===== src/pkg/bcr_regs.svh =====
`ifndef BCR_REGS_SVH
`define BCR_REGS_SVH

// ****************************************************************
// Register indexes, taken from address lines A[29:31]
// ****************************************************************
`define BCR_IDX_CTRL0 3'h0
`define BCR_IDX_CTRL1 3'h1
`define BCR_IDX_CTRL2 3'h2
`define BCR_IDX_CTRL3 3'h3
`define BCR_IDX_CTRL4 3'h4
`define BCR_IDX_CTRL5 3'h5
`define BCR_IDX_SIX 3'h6
`define BCR_IDX_STATUS 3'h7
`define BCR_NUM_CTRL 6

// ****************************************************************
// Fields of board_control_zero
// ****************************************************************
`define BCR_BIT_HOST_PROT 0
`define BCR_BIT_SLAVE_PROT 1
`define BCR_BIT_FRAMER_RST 2
`define BCR_BIT_CODEC_SEL 3
`define BCR_BIT_SLV_GREEN 4
`define BCR_BIT_SLV_RED 5
`define BCR_BIT_HOST_GREEN 6
`define BCR_BIT_HOST_RED 7

// ****************************************************************
// Reset values
// ****************************************************************
`define BCR_CTRL0_RESET 8'hfc
`define BCR_CTRLN_RESET 8'hff
`define BCR_UNMAPPED_READ 8'h00

// ****************************************************************
// Status register fields
// ****************************************************************
`define BCR_STAT_SWOPT_LSB 6
`define BCR_STAT_CFG_LSB 4
`define BCR_STAT_BREV_LSB 2
`define BCR_STAT_LREV_LSB 0

`endif


===== src/pkg/bcr_pkg.sv =====
package bcr_pkg;

    typedef enum logic {BCR_IDLE, BCR_ACK} bcr_bus_state_type;

    typedef logic [7:0] bcr_byte_type;

    typedef struct packed {
        bcr_bus_state_type state;
        logic ts_prev_n;
        logic [5:0][7:0] ctrl;
        logic [7:0] rdata;
        logic ta_n;
        logic d_oe_n;
        logic host_prot_n;
        logic slave_prot_n;
        logic framer_n;
        logic codec_n;
        logic [3:0] led_n;
    } bcr_top_state_type;

endpackage : bcr_pkg


===== src/hw/bcr_top.sv =====
`timescale 1ns/1ps
`include "bcr_regs.svh"

// Notes on behaviour
// - Six byte-wide read/write control registers, index 0 to 5; slot 6 absent.
// - Registers sit on the host local bus; host is the only master.
// - Only A[29:31] select a register; map repeats through chip select.
// - Control bits act while zero; defaults leave functions inactive except both boot protects.
// - Register zero at offset 0 on D(0:7); always accessible; no upper bits.
// - Register zero reloads defaults on power-on or host hard reset.
// - Bit 0 low protects host boot sector; raise only with host unlock low.
// - Bit 1 low protects slave boot sector; raise only with slave unlock low.
// - Bit 2 low resets the framer; host hard reset also resets it.
// - Bit 3 low selects the codec for programming; default deselected.
// - Bit 4 low lights slave green LED; shows slave hard reset in config.
// - Bit 5 low lights slave red LED; shows slave soft reset in config.
// - Bit 6 low lights host green LED; shows host hard reset in config.
// - Bit 7 low lights host red LED; shows host soft reset in config.
// - Status register reports switch option, config, board and logic revs.
module bcr_top #(
    parameter logic [1:0] BOARD_CFG_CODE = 2'h1,
    parameter logic [1:0] BOARD_REV_CODE = 2'h1,
    parameter logic [1:0] LOGIC_REV_CODE = 2'h1
) (
    // Clock and reset
    input wire logic CORE_CLK,
    input wire logic RST,
    // Host local bus
    input wire logic TS_N,
    input wire logic CS_N,
    input wire logic RD_WR,
    input wire logic [2:0] ADDR,
    input wire logic [7:0] D_IN,
    output logic [7:0] D_OUT,
    output logic D_OE_N,
    output logic TA_N,
    // Reset and unlock sources
    input wire logic HARD_RESET_N,
    input wire logic RESET_CONFIG_N,
    input wire logic SLAVE_HARD_RESET_N,
    input wire logic SLAVE_SOFT_RESET_N,
    input wire logic HOST_HARD_RESET_N,
    input wire logic HOST_SOFT_RESET_N,
    input wire logic HOST_BOOT_UNLOCK_N,
    input wire logic SLAVE_BOOT_UNLOCK_N,
    // Option switch
    input wire logic [1:0] SW_OPTION,
    // Board controls
    output logic HOST_BOOT_PROTECT_N,
    output logic SLAVE_BOOT_PROTECT_N,
    output logic FRAMER_RESET_N,
    output logic CODEC_SELECT_N,
    output logic SLAVE_GREEN_LED_N,
    output logic SLAVE_RED_LED_N,
    output logic HOST_GREEN_LED_N,
    output logic HOST_RED_LED_N
);

    // ****************************************************************
    // Pin synchronisers
    // ****************************************************************
    localparam int BUS_W = 14;
    localparam int BRD_W = 10;

    logic [BUS_W-1:0] bus_raw;
    logic [BUS_W-1:0] bus_s;
    logic [BRD_W-1:0] brd_raw;
    logic [BRD_W-1:0] brd_s;
    logic ts_n_s;
    logic cs_n_s;
    logic rd_wr_s;
    logic [2:0] addr_s;
    logic [7:0] d_in_s;
    logic hard_reset_n_s;
    logic reset_config_n_s;
    logic slave_hard_reset_n_s;
    logic slave_soft_reset_n_s;
    logic host_hard_reset_n_s;
    logic host_soft_reset_n_s;
    logic host_boot_unlock_n_s;
    logic slave_boot_unlock_n_s;
    logic [1:0] sw_option_s;

    // All bus lines share one latency, so address and data stay aligned
    assign bus_raw = {TS_N, CS_N, RD_WR, ADDR, D_IN};
    assign brd_raw = {HARD_RESET_N, RESET_CONFIG_N, SLAVE_HARD_RESET_N,
                      SLAVE_SOFT_RESET_N, HOST_HARD_RESET_N,
                      HOST_SOFT_RESET_N, HOST_BOOT_UNLOCK_N,
                      SLAVE_BOOT_UNLOCK_N, SW_OPTION};

    bcr_sync #(
        .W(BUS_W),
        .INIT('1)
    ) u_bus_sync (
        .clk(CORE_CLK),
        .rst(RST),
        .d(bus_raw),
        .q(bus_s)
    );

    bcr_sync #(
        .W(BRD_W),
        .INIT('1)
    ) u_brd_sync (
        .clk(CORE_CLK),
        .rst(RST),
        .d(brd_raw),
        .q(brd_s)
    );

    assign {ts_n_s, cs_n_s, rd_wr_s, addr_s, d_in_s} = bus_s;
    assign {hard_reset_n_s, reset_config_n_s, slave_hard_reset_n_s,
            slave_soft_reset_n_s, host_hard_reset_n_s, host_soft_reset_n_s,
            host_boot_unlock_n_s, slave_boot_unlock_n_s, sw_option_s} = brd_s;

    // ****************************************************************
    // State
    // ****************************************************************
    bcr_pkg::bcr_top_state_type st_reg;
    bcr_pkg::bcr_top_state_type st_next;

    logic start;
    logic [7:0] status_byte;
    logic [7:0] wdata;
    logic [7:0] ctrl0_after;
    logic [`BCR_NUM_CTRL-1:0] wr_sel;
    logic [7:0] rd_sel;
    logic [5:0][7:0] ctrl_wr;
    logic [3:0] led_sel;

    // ****************************************************************
    // Status byte
    // ****************************************************************
    always_comb
    begin
        status_byte = 8'h00;
        status_byte[`BCR_STAT_SWOPT_LSB +: 2] = sw_option_s;
        status_byte[`BCR_STAT_CFG_LSB +: 2] = BOARD_CFG_CODE;
        status_byte[`BCR_STAT_BREV_LSB +: 2] = BOARD_REV_CODE;
        status_byte[`BCR_STAT_LREV_LSB +: 2] = LOGIC_REV_CODE;
    end

    // ****************************************************************
    // Protection gating
    // ****************************************************************
    // A protect bit may only be raised while its unlock bit is low, so a
    // stray write cannot open the boot sector on its own.
    always_comb
    begin
        wdata = d_in_s;
        if (!st_reg.ctrl[0][`BCR_BIT_HOST_PROT] && host_boot_unlock_n_s)
        begin
            wdata[`BCR_BIT_HOST_PROT] = 1'b0;
        end
        if (!st_reg.ctrl[0][`BCR_BIT_SLAVE_PROT] && slave_boot_unlock_n_s)
        begin
            wdata[`BCR_BIT_SLAVE_PROT] = 1'b0;
        end
    end

    // Falling edge of the synchronised transfer start, chip selected
    assign start = st_reg.ts_prev_n && !ts_n_s && !cs_n_s;

    // ****************************************************************
    // Register decode
    // ****************************************************************
    // Only three address lines are decoded, so the map repeats
    always_comb
    begin
        wr_sel = '0;
        rd_sel = `BCR_UNMAPPED_READ;
        for (int i = 0; i < `BCR_NUM_CTRL; i++)
        begin
            if (addr_s == 3'(i))
            begin
                wr_sel[i] = !rd_wr_s;
                rd_sel = st_reg.ctrl[i];
            end
        end
        if (addr_s == `BCR_IDX_STATUS)
        begin
            rd_sel = status_byte;
        end
    end

    // Host hard reset wins over a write in the same cycle
    always_comb
    begin
        ctrl_wr = st_reg.ctrl;
        for (int i = 0; i < `BCR_NUM_CTRL; i++)
        begin
            if (start && st_reg.state == bcr_pkg::BCR_IDLE && wr_sel[i])
            begin
                ctrl_wr[i] = (i == 0) ? wdata : d_in_s;
            end
        end
        if (!hard_reset_n_s)
        begin
            ctrl_wr[0] = `BCR_CTRL0_RESET;
            for (int i = 1; i < `BCR_NUM_CTRL; i++)
            begin
                ctrl_wr[i] = `BCR_CTRLN_RESET;
            end
        end
    end

    // ****************************************************************
    // Lamp select
    // ****************************************************************
    // Software signalling is hidden while the reset configuration runs
    always_comb
    begin
        if (!reset_config_n_s)
        begin
            led_sel[0] = slave_hard_reset_n_s;
            led_sel[1] = slave_soft_reset_n_s;
            led_sel[2] = host_hard_reset_n_s;
            led_sel[3] = host_soft_reset_n_s;
        end
        else
        begin
            led_sel[0] = ctrl_wr[0][`BCR_BIT_SLV_GREEN];
            led_sel[1] = ctrl_wr[0][`BCR_BIT_SLV_RED];
            led_sel[2] = ctrl_wr[0][`BCR_BIT_HOST_GREEN];
            led_sel[3] = ctrl_wr[0][`BCR_BIT_HOST_RED];
        end
    end

    // ****************************************************************
    // Next state
    // ****************************************************************
    always_comb
    begin
        st_next = st_reg;
        st_next.ts_prev_n = ts_n_s;
        st_next.ta_n = 1'b1;
        st_next.d_oe_n = 1'b1;
        st_next.ctrl = ctrl_wr;
        unique case (st_reg.state)
            bcr_pkg::BCR_IDLE:
            begin
                if (start)
                begin
                    st_next.state = bcr_pkg::BCR_ACK;
                    st_next.ta_n = 1'b0;
                    st_next.d_oe_n = !rd_wr_s;
                    st_next.rdata = rd_sel;
                end
            end
            bcr_pkg::BCR_ACK:
            begin
                st_next.state = bcr_pkg::BCR_IDLE;
            end
        endcase

        ctrl0_after = ctrl_wr[0];
        st_next.host_prot_n = ctrl0_after[`BCR_BIT_HOST_PROT];
        st_next.slave_prot_n = ctrl0_after[`BCR_BIT_SLAVE_PROT];
        st_next.framer_n = ctrl0_after[`BCR_BIT_FRAMER_RST]
            && hard_reset_n_s;
        st_next.codec_n = ctrl0_after[`BCR_BIT_CODEC_SEL];
        st_next.led_n = led_sel;
    end

    // ****************************************************************
    // State register
    // ****************************************************************
    always_ff @(posedge CORE_CLK)
    begin
        if (RST)
        begin
            st_reg.state <= bcr_pkg::BCR_IDLE;
            st_reg.ts_prev_n <= 1'b1;
            st_reg.ctrl[0] <= `BCR_CTRL0_RESET;
            for (int i = 1; i < `BCR_NUM_CTRL; i++)
            begin
                st_reg.ctrl[i] <= `BCR_CTRLN_RESET;
            end
            st_reg.rdata <= 8'h00;
            st_reg.ta_n <= 1'b1;
            st_reg.d_oe_n <= 1'b1;
            st_reg.host_prot_n <= 1'b0;
            st_reg.slave_prot_n <= 1'b0;
            st_reg.framer_n <= 1'b1;
            st_reg.codec_n <= 1'b1;
            st_reg.led_n <= 4'hf;
        end
        else
        begin
            st_reg <= st_next;
        end
    end

    // ****************************************************************
    // Outputs
    // ****************************************************************
    assign D_OUT = st_reg.rdata;
    assign D_OE_N = st_reg.d_oe_n;
    assign TA_N = st_reg.ta_n;
    assign HOST_BOOT_PROTECT_N = st_reg.host_prot_n;
    assign SLAVE_BOOT_PROTECT_N = st_reg.slave_prot_n;
    assign FRAMER_RESET_N = st_reg.framer_n;
    assign CODEC_SELECT_N = st_reg.codec_n;
    assign SLAVE_GREEN_LED_N = st_reg.led_n[0];
    assign SLAVE_RED_LED_N = st_reg.led_n[1];
    assign HOST_GREEN_LED_N = st_reg.led_n[2];
    assign HOST_RED_LED_N = st_reg.led_n[3];

endmodule : bcr_top


===== src/hw/bcr_sync.sv =====
`timescale 1ns/1ps

module bcr_sync #(
    parameter int W = 1,
    parameter logic [W-1:0] INIT = '1
) (
    // Clock and reset
    input wire logic clk,
    input wire logic rst,
    // Data
    input wire logic [W-1:0] d,
    output logic [W-1:0] q
);

    typedef struct packed {
        logic [W-1:0] s1;
        logic [W-1:0] s2;
    } bcr_sync_state_type;

    bcr_sync_state_type st_reg;
    bcr_sync_state_type st_next;

    always_comb
    begin
        st_next = st_reg;
        st_next.s1 = d;
        st_next.s2 = st_reg.s1;
    end

    always_ff @(posedge clk)
    begin
        if (rst)
        begin
            st_reg <= {INIT, INIT};
        end
        else
        begin
            st_reg <= st_next;
        end
    end

    assign q = st_reg.s2;

endmodule : bcr_sync


===== config.mk =====
export PLATFORM = sky130hd
export DESIGN_NAME = bcr_top
export DESIGN_NICKNAME = d
export VERILOG_FILES = /design/src/pkg/bcr_pkg.sv /design/src/hw/bcr_top.sv /design/src/hw/bcr_sync.sv
export VERILOG_INCLUDE_DIRS = /design/src /design/src/pkg
export SDC_FILE = /design/constraint.sdc
export NUM_CORES = 1
export LEC_CHECK = 0
export ABC_AREA = 1
export BUFFER_PORTS_ARGS = -buffer_cell sky130_fd_sc_hd__buf_2
export CORE_AREA = 4 4 103 105
export DETAILED_ROUTE_END_ITERATION = 10
export DIE_AREA = 0 0 107 109
export GPL_TIMING_DRIVEN = 0
export PLACE_DENSITY = 0.72
export REMOVE_ABC_BUFFERS = 1
export SLEW_MARGIN = 0
export SYNTH_ARGS = -nofsm -noshare
export SYNTH_HDL_FRONTEND = slang
export SYNTH_HIERARCHICAL = 1
export SYNTH_SLANG_ARGS = --single-unit

===== constraint.sdc =====
create_clock -name CORE_CLK -period 1.9 [get_ports CORE_CLK]
set_input_delay 0.19 -clock CORE_CLK [delete_from_list [all_inputs] [get_ports CORE_CLK]]
set_output_delay 0.19 -clock CORE_CLK [all_outputs]
set_load 0.01 [all_outputs]

==> key figures, run 1 <==
STA
  – Post-route minimum period: approximately 1.8 ns
  – Relative slew margins: 0.473
  – Final Max Slew Viols: 0
  – Final hold vios: 0
  – Worst-Margin Slew: 0.788 ns
  – Clk_skew: 0.00431 ns
  – Fmax: approximately 570 MHz
  – Endpoints failing setup: 0
  – RSZ-0062 raised after global routing: false
  – Fin crit share: 0.923

Finish
  – Flip-flop count of the largest register after layout: 50
  – Area of the multi-input gates: 1500 µm²
  – Share of cells above drive strength 1: 0.191
  – Final std cells w/o fill: 740
  – Most common cell after layout, fill and taps aside: nand2_1
  – Synth-to-layout area growth: 25.2%
  – Nets: 620
  – Fillers: 878
  – # diodes: 0
  – Most frequent cells in the layout: 150 x nand2_1, 110 x dfxtp_1, 78 x inv_1, 48 x nor2_1, 43 x buf_2
  – FF+latch area: 2270 µm²

Placed design
  – Dpl cells: 679
  – DP HPWL: 5.52 mm
  – Port bufs: 43
  – Routability Congestion: 0.831

Clock network
  – CTS max path bufs: 2
  – H-tree Lvls: 4
  – Clock Sinks: roughly 110
  – CTS tree: built
  – Worst-skew pair later-pin latency: about 0.51 ns
  – CTS Buf Count: 17
  – Clk root buf: clkbuf_8
  – Clock Pin Slew Worst Setup and Hold Paths: 0.06 ns

Hold path
  – Worst min path class: in -> reg
  – Hold Startpoint: RST

Synth
  – YS warnings: 6
  – Top cell type by total area after synthesis: dfxtp_1
  – Seq/Total Area, Yosys: 0.531
  – #FFs+latches synth: 113
  – Complex-gate fraction of the synthesized area: 0.102
  – Asr flop ratio synth: 0
  – Post-synth EDFFs: 0
  – Largest cells by area after synthesis: dfxtp_1 53%, nand2_1 13%, inv_1 7.0%, o211ai_1 5.6%, nor2_1 4.2%
  – Main combinational cell family by area after synthesis: simple AND/OR/NAND/NOR gates
  – Xor/xnor share of the synthesized area: 0
  – Adder-cell share of the synthesized area: 0
  – Mean cell area of the mapped netlist: 8.04 µm²
  – Syn Inst Count: 530
  – Ys flop type: dfxtp_1
  – Synth Area in Simple Gates: 0.246
  – Count of different cell masters after synthesis: 23
  – Yosys top cell area share: 0.531
  – Mux cell area share after synthesis: 0
  – Post-Synthesis Cell Area: 4260 µm²

Global routing
  – Total gr overflow: 0
  – Largest net degree at the start of global routing: 43
  – Antenna violations before repair: 0
  – GRT met3 Usage: 0.0438
  – First-pass GRT wire length: 14.3 mm
  – Number of global-route vias before repair: 3065
  – GR peak layer: met2
  – Total track usage: 0.157
  – GR Util met1: 0.198
  – GR Util met2: 0.246

Route
  – DR WL/cell: 11.3 µm
  – Final Routed Wirelength: 8.40 mm
  – DRT iter0 DRCs: 178
  – Total number of vias: 3394
  – Vias per std cell: 4.59
  – Final ANT Viol Nets: 0
  – Detailed-router iteration count before antenna repair: 5
  – Post-route DRC: 0

Setup path
  – WP buf/inv: 0
  – Most common cell on crit path: nand2_1
  – FF-to-FF Start: u_bus_sync/q[12]
  – Crit path cell chain: nor2_1 -> nand3_2 -> nor2_2 -> nand2_2 -> nand2_1 -> nand3_1 -> nand2_1 -> nand2_1
  – Worst Setup SP: u_bus_sync/q[12]
  – Crit-path max FO: 12
  – CP arrival: 2.16 ns
  – Crit Path Category: reg -> reg
  – Critical path's top delay family: simple AND/OR/NAND/NOR gates
  – Critical Path Sink Type: register
  – Critical path required time: approximately 2.3 ns
  – Max stage delay on crit path: 0.33 ns
  – Slowest-stage cell, CP: nor2_2
  – Setup crit start kind: register

Job
  – Max Cap Violations: 0

Power and ir drop
  – Total power draw: 5570 µW
  – Leakage: around 0.0029 µW
  – Maximum VDD drop: 577 µV
  – P per Cell Area: 1050 nW/µm²

Floorplan
  – Core Rows: 36
  – Core ar.: around 9600 µm²
  – Starting Density: 0.442
  – Die X: ~110 µm
  – Die H: 109 µm
  – Die area: 11700 µm²
  – Io pins: 44

Status
  – Status: complete, no violations
[power breakdown]
part | internal (µW) | leakage [µW] | switching, µW
combinational | 90.4 | 0.00168 | 129
sequential | 2420 | 0.000924 | 31.5
clock | 1780 | 0.000260 | 1120
[cell families after synthesis]
family / count (synthesis)
compound gates: 59
buf+inv: 116
flops: 113
simple gates: 242
[worst register-to-register path: cells and delay by family (launching register included)]
kind / cells / cell delay, ns
DFF: 1 / 0.30
and+or+nand+nor: 8 / 1.34
[final timing paths]
path | endpoint | slack (ns) | cells past startpoint
setup / recovery | SLAVE_RED_LED_N | 0.15 | 8
hold / removal | D_OUT[1] | 0.08 | 2
setup reg to reg | SLAVE_RED_LED_N | 0.15 | 8
hold reg to reg | u_brd_sync/q[6] | 0.41 | 2
[per-layer routing]
layer | part of all wire | up-vias
met5 | 0 | -
met4 | 0.024 | 0
met3 | 0.046 | 19
met2 | 0.47 | 85
met1 | 0.46 | 1510
li1 | - | 1780
[cell usage after synthesis (3+ instances only)]
| master | count |
|---|---|
| nor3_4 | 3 |
| nand2_1 | 153 |
| inv_2 | 10 |
| inv_1 | 79 |
| nor2_1 | 48 |
| buf_2 | 7 |
| a21oi_1 | 11 |
| dfxtp_1 | 113 |
| nand3_1 | 11 |
| clkbuf_1 | 4 |
| buf_6 | 4 |
| o21ai_1 | 6 |
| nand3_2 | 4 |
| o211ai_1 | 32 |
| buf_4 | 11 |
| o211ai_2 | 8 |
| nand4_1 | 18 |
[stage by stage]
step | utilization | setup slack, ns | hold WS (ns) | setup TNS (ns) | cell area [µm²]
finish | 0.553 | 0.145 | 0.0836 | 0 | 5330
global route | 0.553 | 0.00557 | 0.121 | 0 | 5330
CTS | 0.549 | 0.00825 | 0.0698 | 0 | 5290
detailed placement | 0.463 | -0.241 | 0.366 | -8.55 | 4460
global placement | 0.463 | -0.175 | 0.358 | -6.72 | 4460
floorplan | - | 0.322 | 0.259 | 0 | 4080
[repair_timing]
action	4_1_cts	5_1_grt
buffers inserted	2	3
resized for setup	2	6
pin swaps	1	1
endpoints found under the setup margin	42	21
hold endpoints to repair	24	0
hold buffers	24	0
[layout make-up]
| cell class | count | area share |
|---|---|---|
| sequential | 113 | 0.425 |
| clock buffer | 18 | 0.0802 |
| clock inverter | 14 | 0.0251 |
| timing repair buffer | 72 | 0.0948 |
| inverter | 89 | 0.0634 |
| tap | 133 | 0.0312 |
| multi-input combinational | 301 | 0.280 |
Note: power is estimated with default switching activity, not from simulation.
==> run 2: changes to the inputs <==
--- a/config.mk
+++ b/config.mk
@@ -7,12 +7,12 @@
 export NUM_CORES = 1
 export LEC_CHECK = 0
 export ABC_AREA = 1
-export BUFFER_PORTS_ARGS = -buffer_cell sky130_fd_sc_hd__buf_2
-export CORE_AREA = 4 4 103 105
+export CORE_AREA = 3 3 102 104
 export DETAILED_ROUTE_END_ITERATION = 10
-export DIE_AREA = 0 0 107 109
+export DIE_AREA = 0 0 105 107
+export DONT_BUFFER_PORTS = 1
 export GPL_TIMING_DRIVEN = 0
-export PLACE_DENSITY = 0.72
+export PLACE_DENSITY = 0.71
 export REMOVE_ABC_BUFFERS = 1
 export SLEW_MARGIN = 0
 export SYNTH_ARGS = -nofsm -noshare
==> constraint.sdc (replaced) <==
create_clock -name CORE_CLK -period 1.4 [get_ports CORE_CLK]
set_input_delay 0.14 -clock CORE_CLK [delete_from_list [all_inputs] [get_ports CORE_CLK]]
set_output_delay 0.14 -clock CORE_CLK [all_outputs]
set_load 0.01 [all_outputs]
==> run 2 against run 1 <==
  * First-iteration DRC count up 75%
  * The flow now finishes with violations (setup timing)
  * Hold slack worse by 0.021 ns
  * Largest power group unchanged
  * Sequential share of layout area down 3.8 points
  * Sequential power up 36%
  * Global-route usage up 3.4 points
  * Critical endpoint is now st_reg[32]
==> key figures, run 2 (synthesis gave the netlist of run 1 again) <==
Status
  – Status: finished with violations
  – Failing checks: setup timing

Floorplan
  – Die H: 107 µm (-1.8%)
  – Die X: 105 µm (-1.9%)
  – Die area: 11200 µm² (-3.7%)
  – Starting Density: 0.442 (unchanged)
  – Io pins: 44 (unchanged)
  – Core Rows: 36 (unchanged)
  – Core ar.: 9640 µm² (unchanged)

Route
  – Final ANT Viol Nets: 0 (unchanged)
  – Vias per std cell: 4.97 (+8.3%)
  – DRT iter0 DRCs: 312 (+75%)
  – Detailed-router iteration count before antenna repair: 5 (unchanged)
  – Total number of vias: 3776 (+11%)
  – Final Routed Wirelength: 11.0 mm (+31%)
  – Post-route DRC: 0 (unchanged)
  – DR WL/cell: 14.4 µm (+27%)

Setup path
  – Crit Path Category: reg -> reg
  – Critical Path Sink Type: register
  – WP buf/inv: 1 (+1)
  – Slowest-stage cell, CP: dfxtp_2
  – Critical path required time: 1.77 ns (-0.53 ns)
  – Critical path's top delay family: simple AND/OR/NAND/NOR gates
  – Most common cell on crit path: nor2_4
  – Crit-path max FO: 16 (+4)
  – CP arrival: 1.82 ns (-0.34 ns)
  – Setup crit start kind: register
  – Max stage delay on crit path: 0.32 ns (about the same)
  – Crit path cell chain: nor2_4 -> nand3_4 -> nor2_4 -> buf_4 -> nand2_8 -> nand2_1 -> o211ai_1

Hold path
  – Worst min path class: in -> reg

STA
  – Worst-Margin Slew: 0.496 ns (-0.292 ns)
  – RSZ-0062 raised after global routing: true
  – Endpoints failing setup: 2 (+2)
  – PnR worst setup slack: -0.0418 ns (-0.187 ns)
  – Relative slew margins: 0.668 (+0.195)
  – Fmax: 694 MHz (+22%)
  – Final hold vios: 0 (unchanged)
  – Fin crit share: 1.03 (+0.106)
  – Post-route minimum period: 1.44 ns (-0.313 ns)
  – Final Max Slew Viols: 0 (unchanged)
  – Clk_skew: 0.0103 ns (+0.00601 ns)

Power and ir drop
  – Comb pwr share: 0.050 (+0.011)
  – Maximum VDD drop: 970 µV (+68%)
  – Switching share of total power: 0.227 (-0.00340)
  – Register share of total power: 0.423 (-0.018)
  – Leakage: 0.00298 µW (+4.1%)
  – P_sw: 1790 µW (+39%)
  – Clock share of power: 0.527 (+0.007)
  – Total power draw: 7890 µW (+41%)
  – P_int: 6100 µW (+42%)
  – P per Cell Area: 1340 nW/µm² (+28%)

Job
  – Max Cap Violations: 0 (unchanged)

Clock network
  – H-tree Lvls: 4 (unchanged)
  – Worst-skew pair later-pin latency: 0.51 ns (about the same)
  – CTS Buf Count: 17 (unchanged)
  – Clk root buf: clkbuf_8
  – Clock Pin Slew Worst Setup and Hold Paths: 0.06 ns (about the same)
  – CTS max path bufs: 2 (unchanged)
  – Clock Sinks: 113 (unchanged)
  – CTS tree: built

Finish
  – Synth-to-layout area growth: 38.2%
  – Fillers: 795 (-9.5%)
  – Most frequent cells in the layout: 134 x nand2_1, 106 x dfxtp_1, 78 x inv_1, 56 x dlygate4sd3_1, 43 x nor2_1
  – Most common cell after layout, fill and taps aside: nand2_1
  – # diodes: 0 (unchanged)
  – Nets: 640 (+3.2%)
  – Share of cells above drive strength 1: 0.207 (+0.0162)
  – Flip-flop count of the largest register after layout: 50 (unchanged)
  – Final Util: 0.611 (+0.0575)

Global routing
  – Antenna violations before repair: 0 (unchanged)
  – First-pass GRT wire length: 16.6 mm (+17%)
  – Total gr overflow: 0 (unchanged)
  – Total track usage: 0.190 (+0.0339)
  – Largest net degree at the start of global routing: 17 (-60%)
  – Number of global-route vias before repair: 3633 (+19%)

Placed design
  – Routability Congestion: 0.842 (+1.3%)
  – Port bufs: 0 (-100%)
  – DP HPWL: 5.52 mm (about the same)
[run 2: final timing paths]
check / from / cells past startpoint / to / slack [ns]
setup / recovery: st_reg[67] / 7 / st_reg[32] / -0.04
hold / removal: RST / 4 / st_reg[21] / 0.06
setup reg to reg: st_reg[67] / 7 / st_reg[32] / -0.04
hold reg to reg: u_brd_sync/st_next[7] / 2 / u_brd_sync/q[7] / 0.41
[run 2: worst reg2reg max path, cell delays in order, from the launching register on]
cell and delay (ns):
dfxtp_2 0.32, nor2_4 0.11, nand3_4 0.14, nor2_4 0.21, buf_4 0.18, nand2_8 0.09
nand2_1 0.12, o211ai_1 0.12
[run 2: area by class of cell]
type	instances	area (µm²)	share of cell area
tap	133	166	0.0283
timing repair buffer	87	817	0.139
inverter	89	350	0.0595
clock buffer	20	445	0.0757
timing repair inverter	3	22.5	0.00383
clock inverter	12	133	0.0225
multi-input combinational	303	1670	0.284
sequential	113	2280	0.387
[run 2: per-stage QoR]
step	TNS [ns]	setup WS [ns]	cell area [µm²]	hold slack, ns	std cells
2_1_floorplan	-7.64	-0.178	4080	0.209	503
6_report	-0.0652	-0.0418	5890	0.0630	760
3_5_place_dp	-33.92	-0.722	4240	0.214	636
3_3_place_gp	-29.97	-0.596	4240	0.211	636
5_1_grt	-1.01	-0.104	5890	0.0640	760
4_1_cts	-0.118	-0.0310	5590	0.0343	737
[run 2: repair_timing]
| action | 4_1_cts | 5_1_grt |
|---|---|---|
| gates resized for setup | 32 | 38 |
| gates cloned | 3 | 2 |
| endpoints found under the hold margin | 69 | 0 |
| pin swaps | 5 | 13 |
| endpoints found under the setup margin | 61 | 51 |
| setup buffers | 10 | 23 |
| hold buffers | 56 | 0 |
[run 2: power groups by stage]
stage / logic [µW] / clock network, µW / registers [µW]
after floorplan: 149 / 0 / 3390
after global placement: 190 / 0 / 3400
after detailed placement: 194 / 0 / 3400
after CTS: 346 / 4170 / 3340
after global routing: 438 / 4350 / 3340
final: 397 / 4150 / 3340
[run 2: metal layers]
metal / vias to the layer above / routed length, µm / track usage
met2: 149 / 5650 / 0.334
met5: - / 0 / 0
met4: 0 / 203 / 0.0825
li1: 1837 / - / -
met1: 1767 / 4410 / 0.211
met3: 23 / 700 / 0.0632
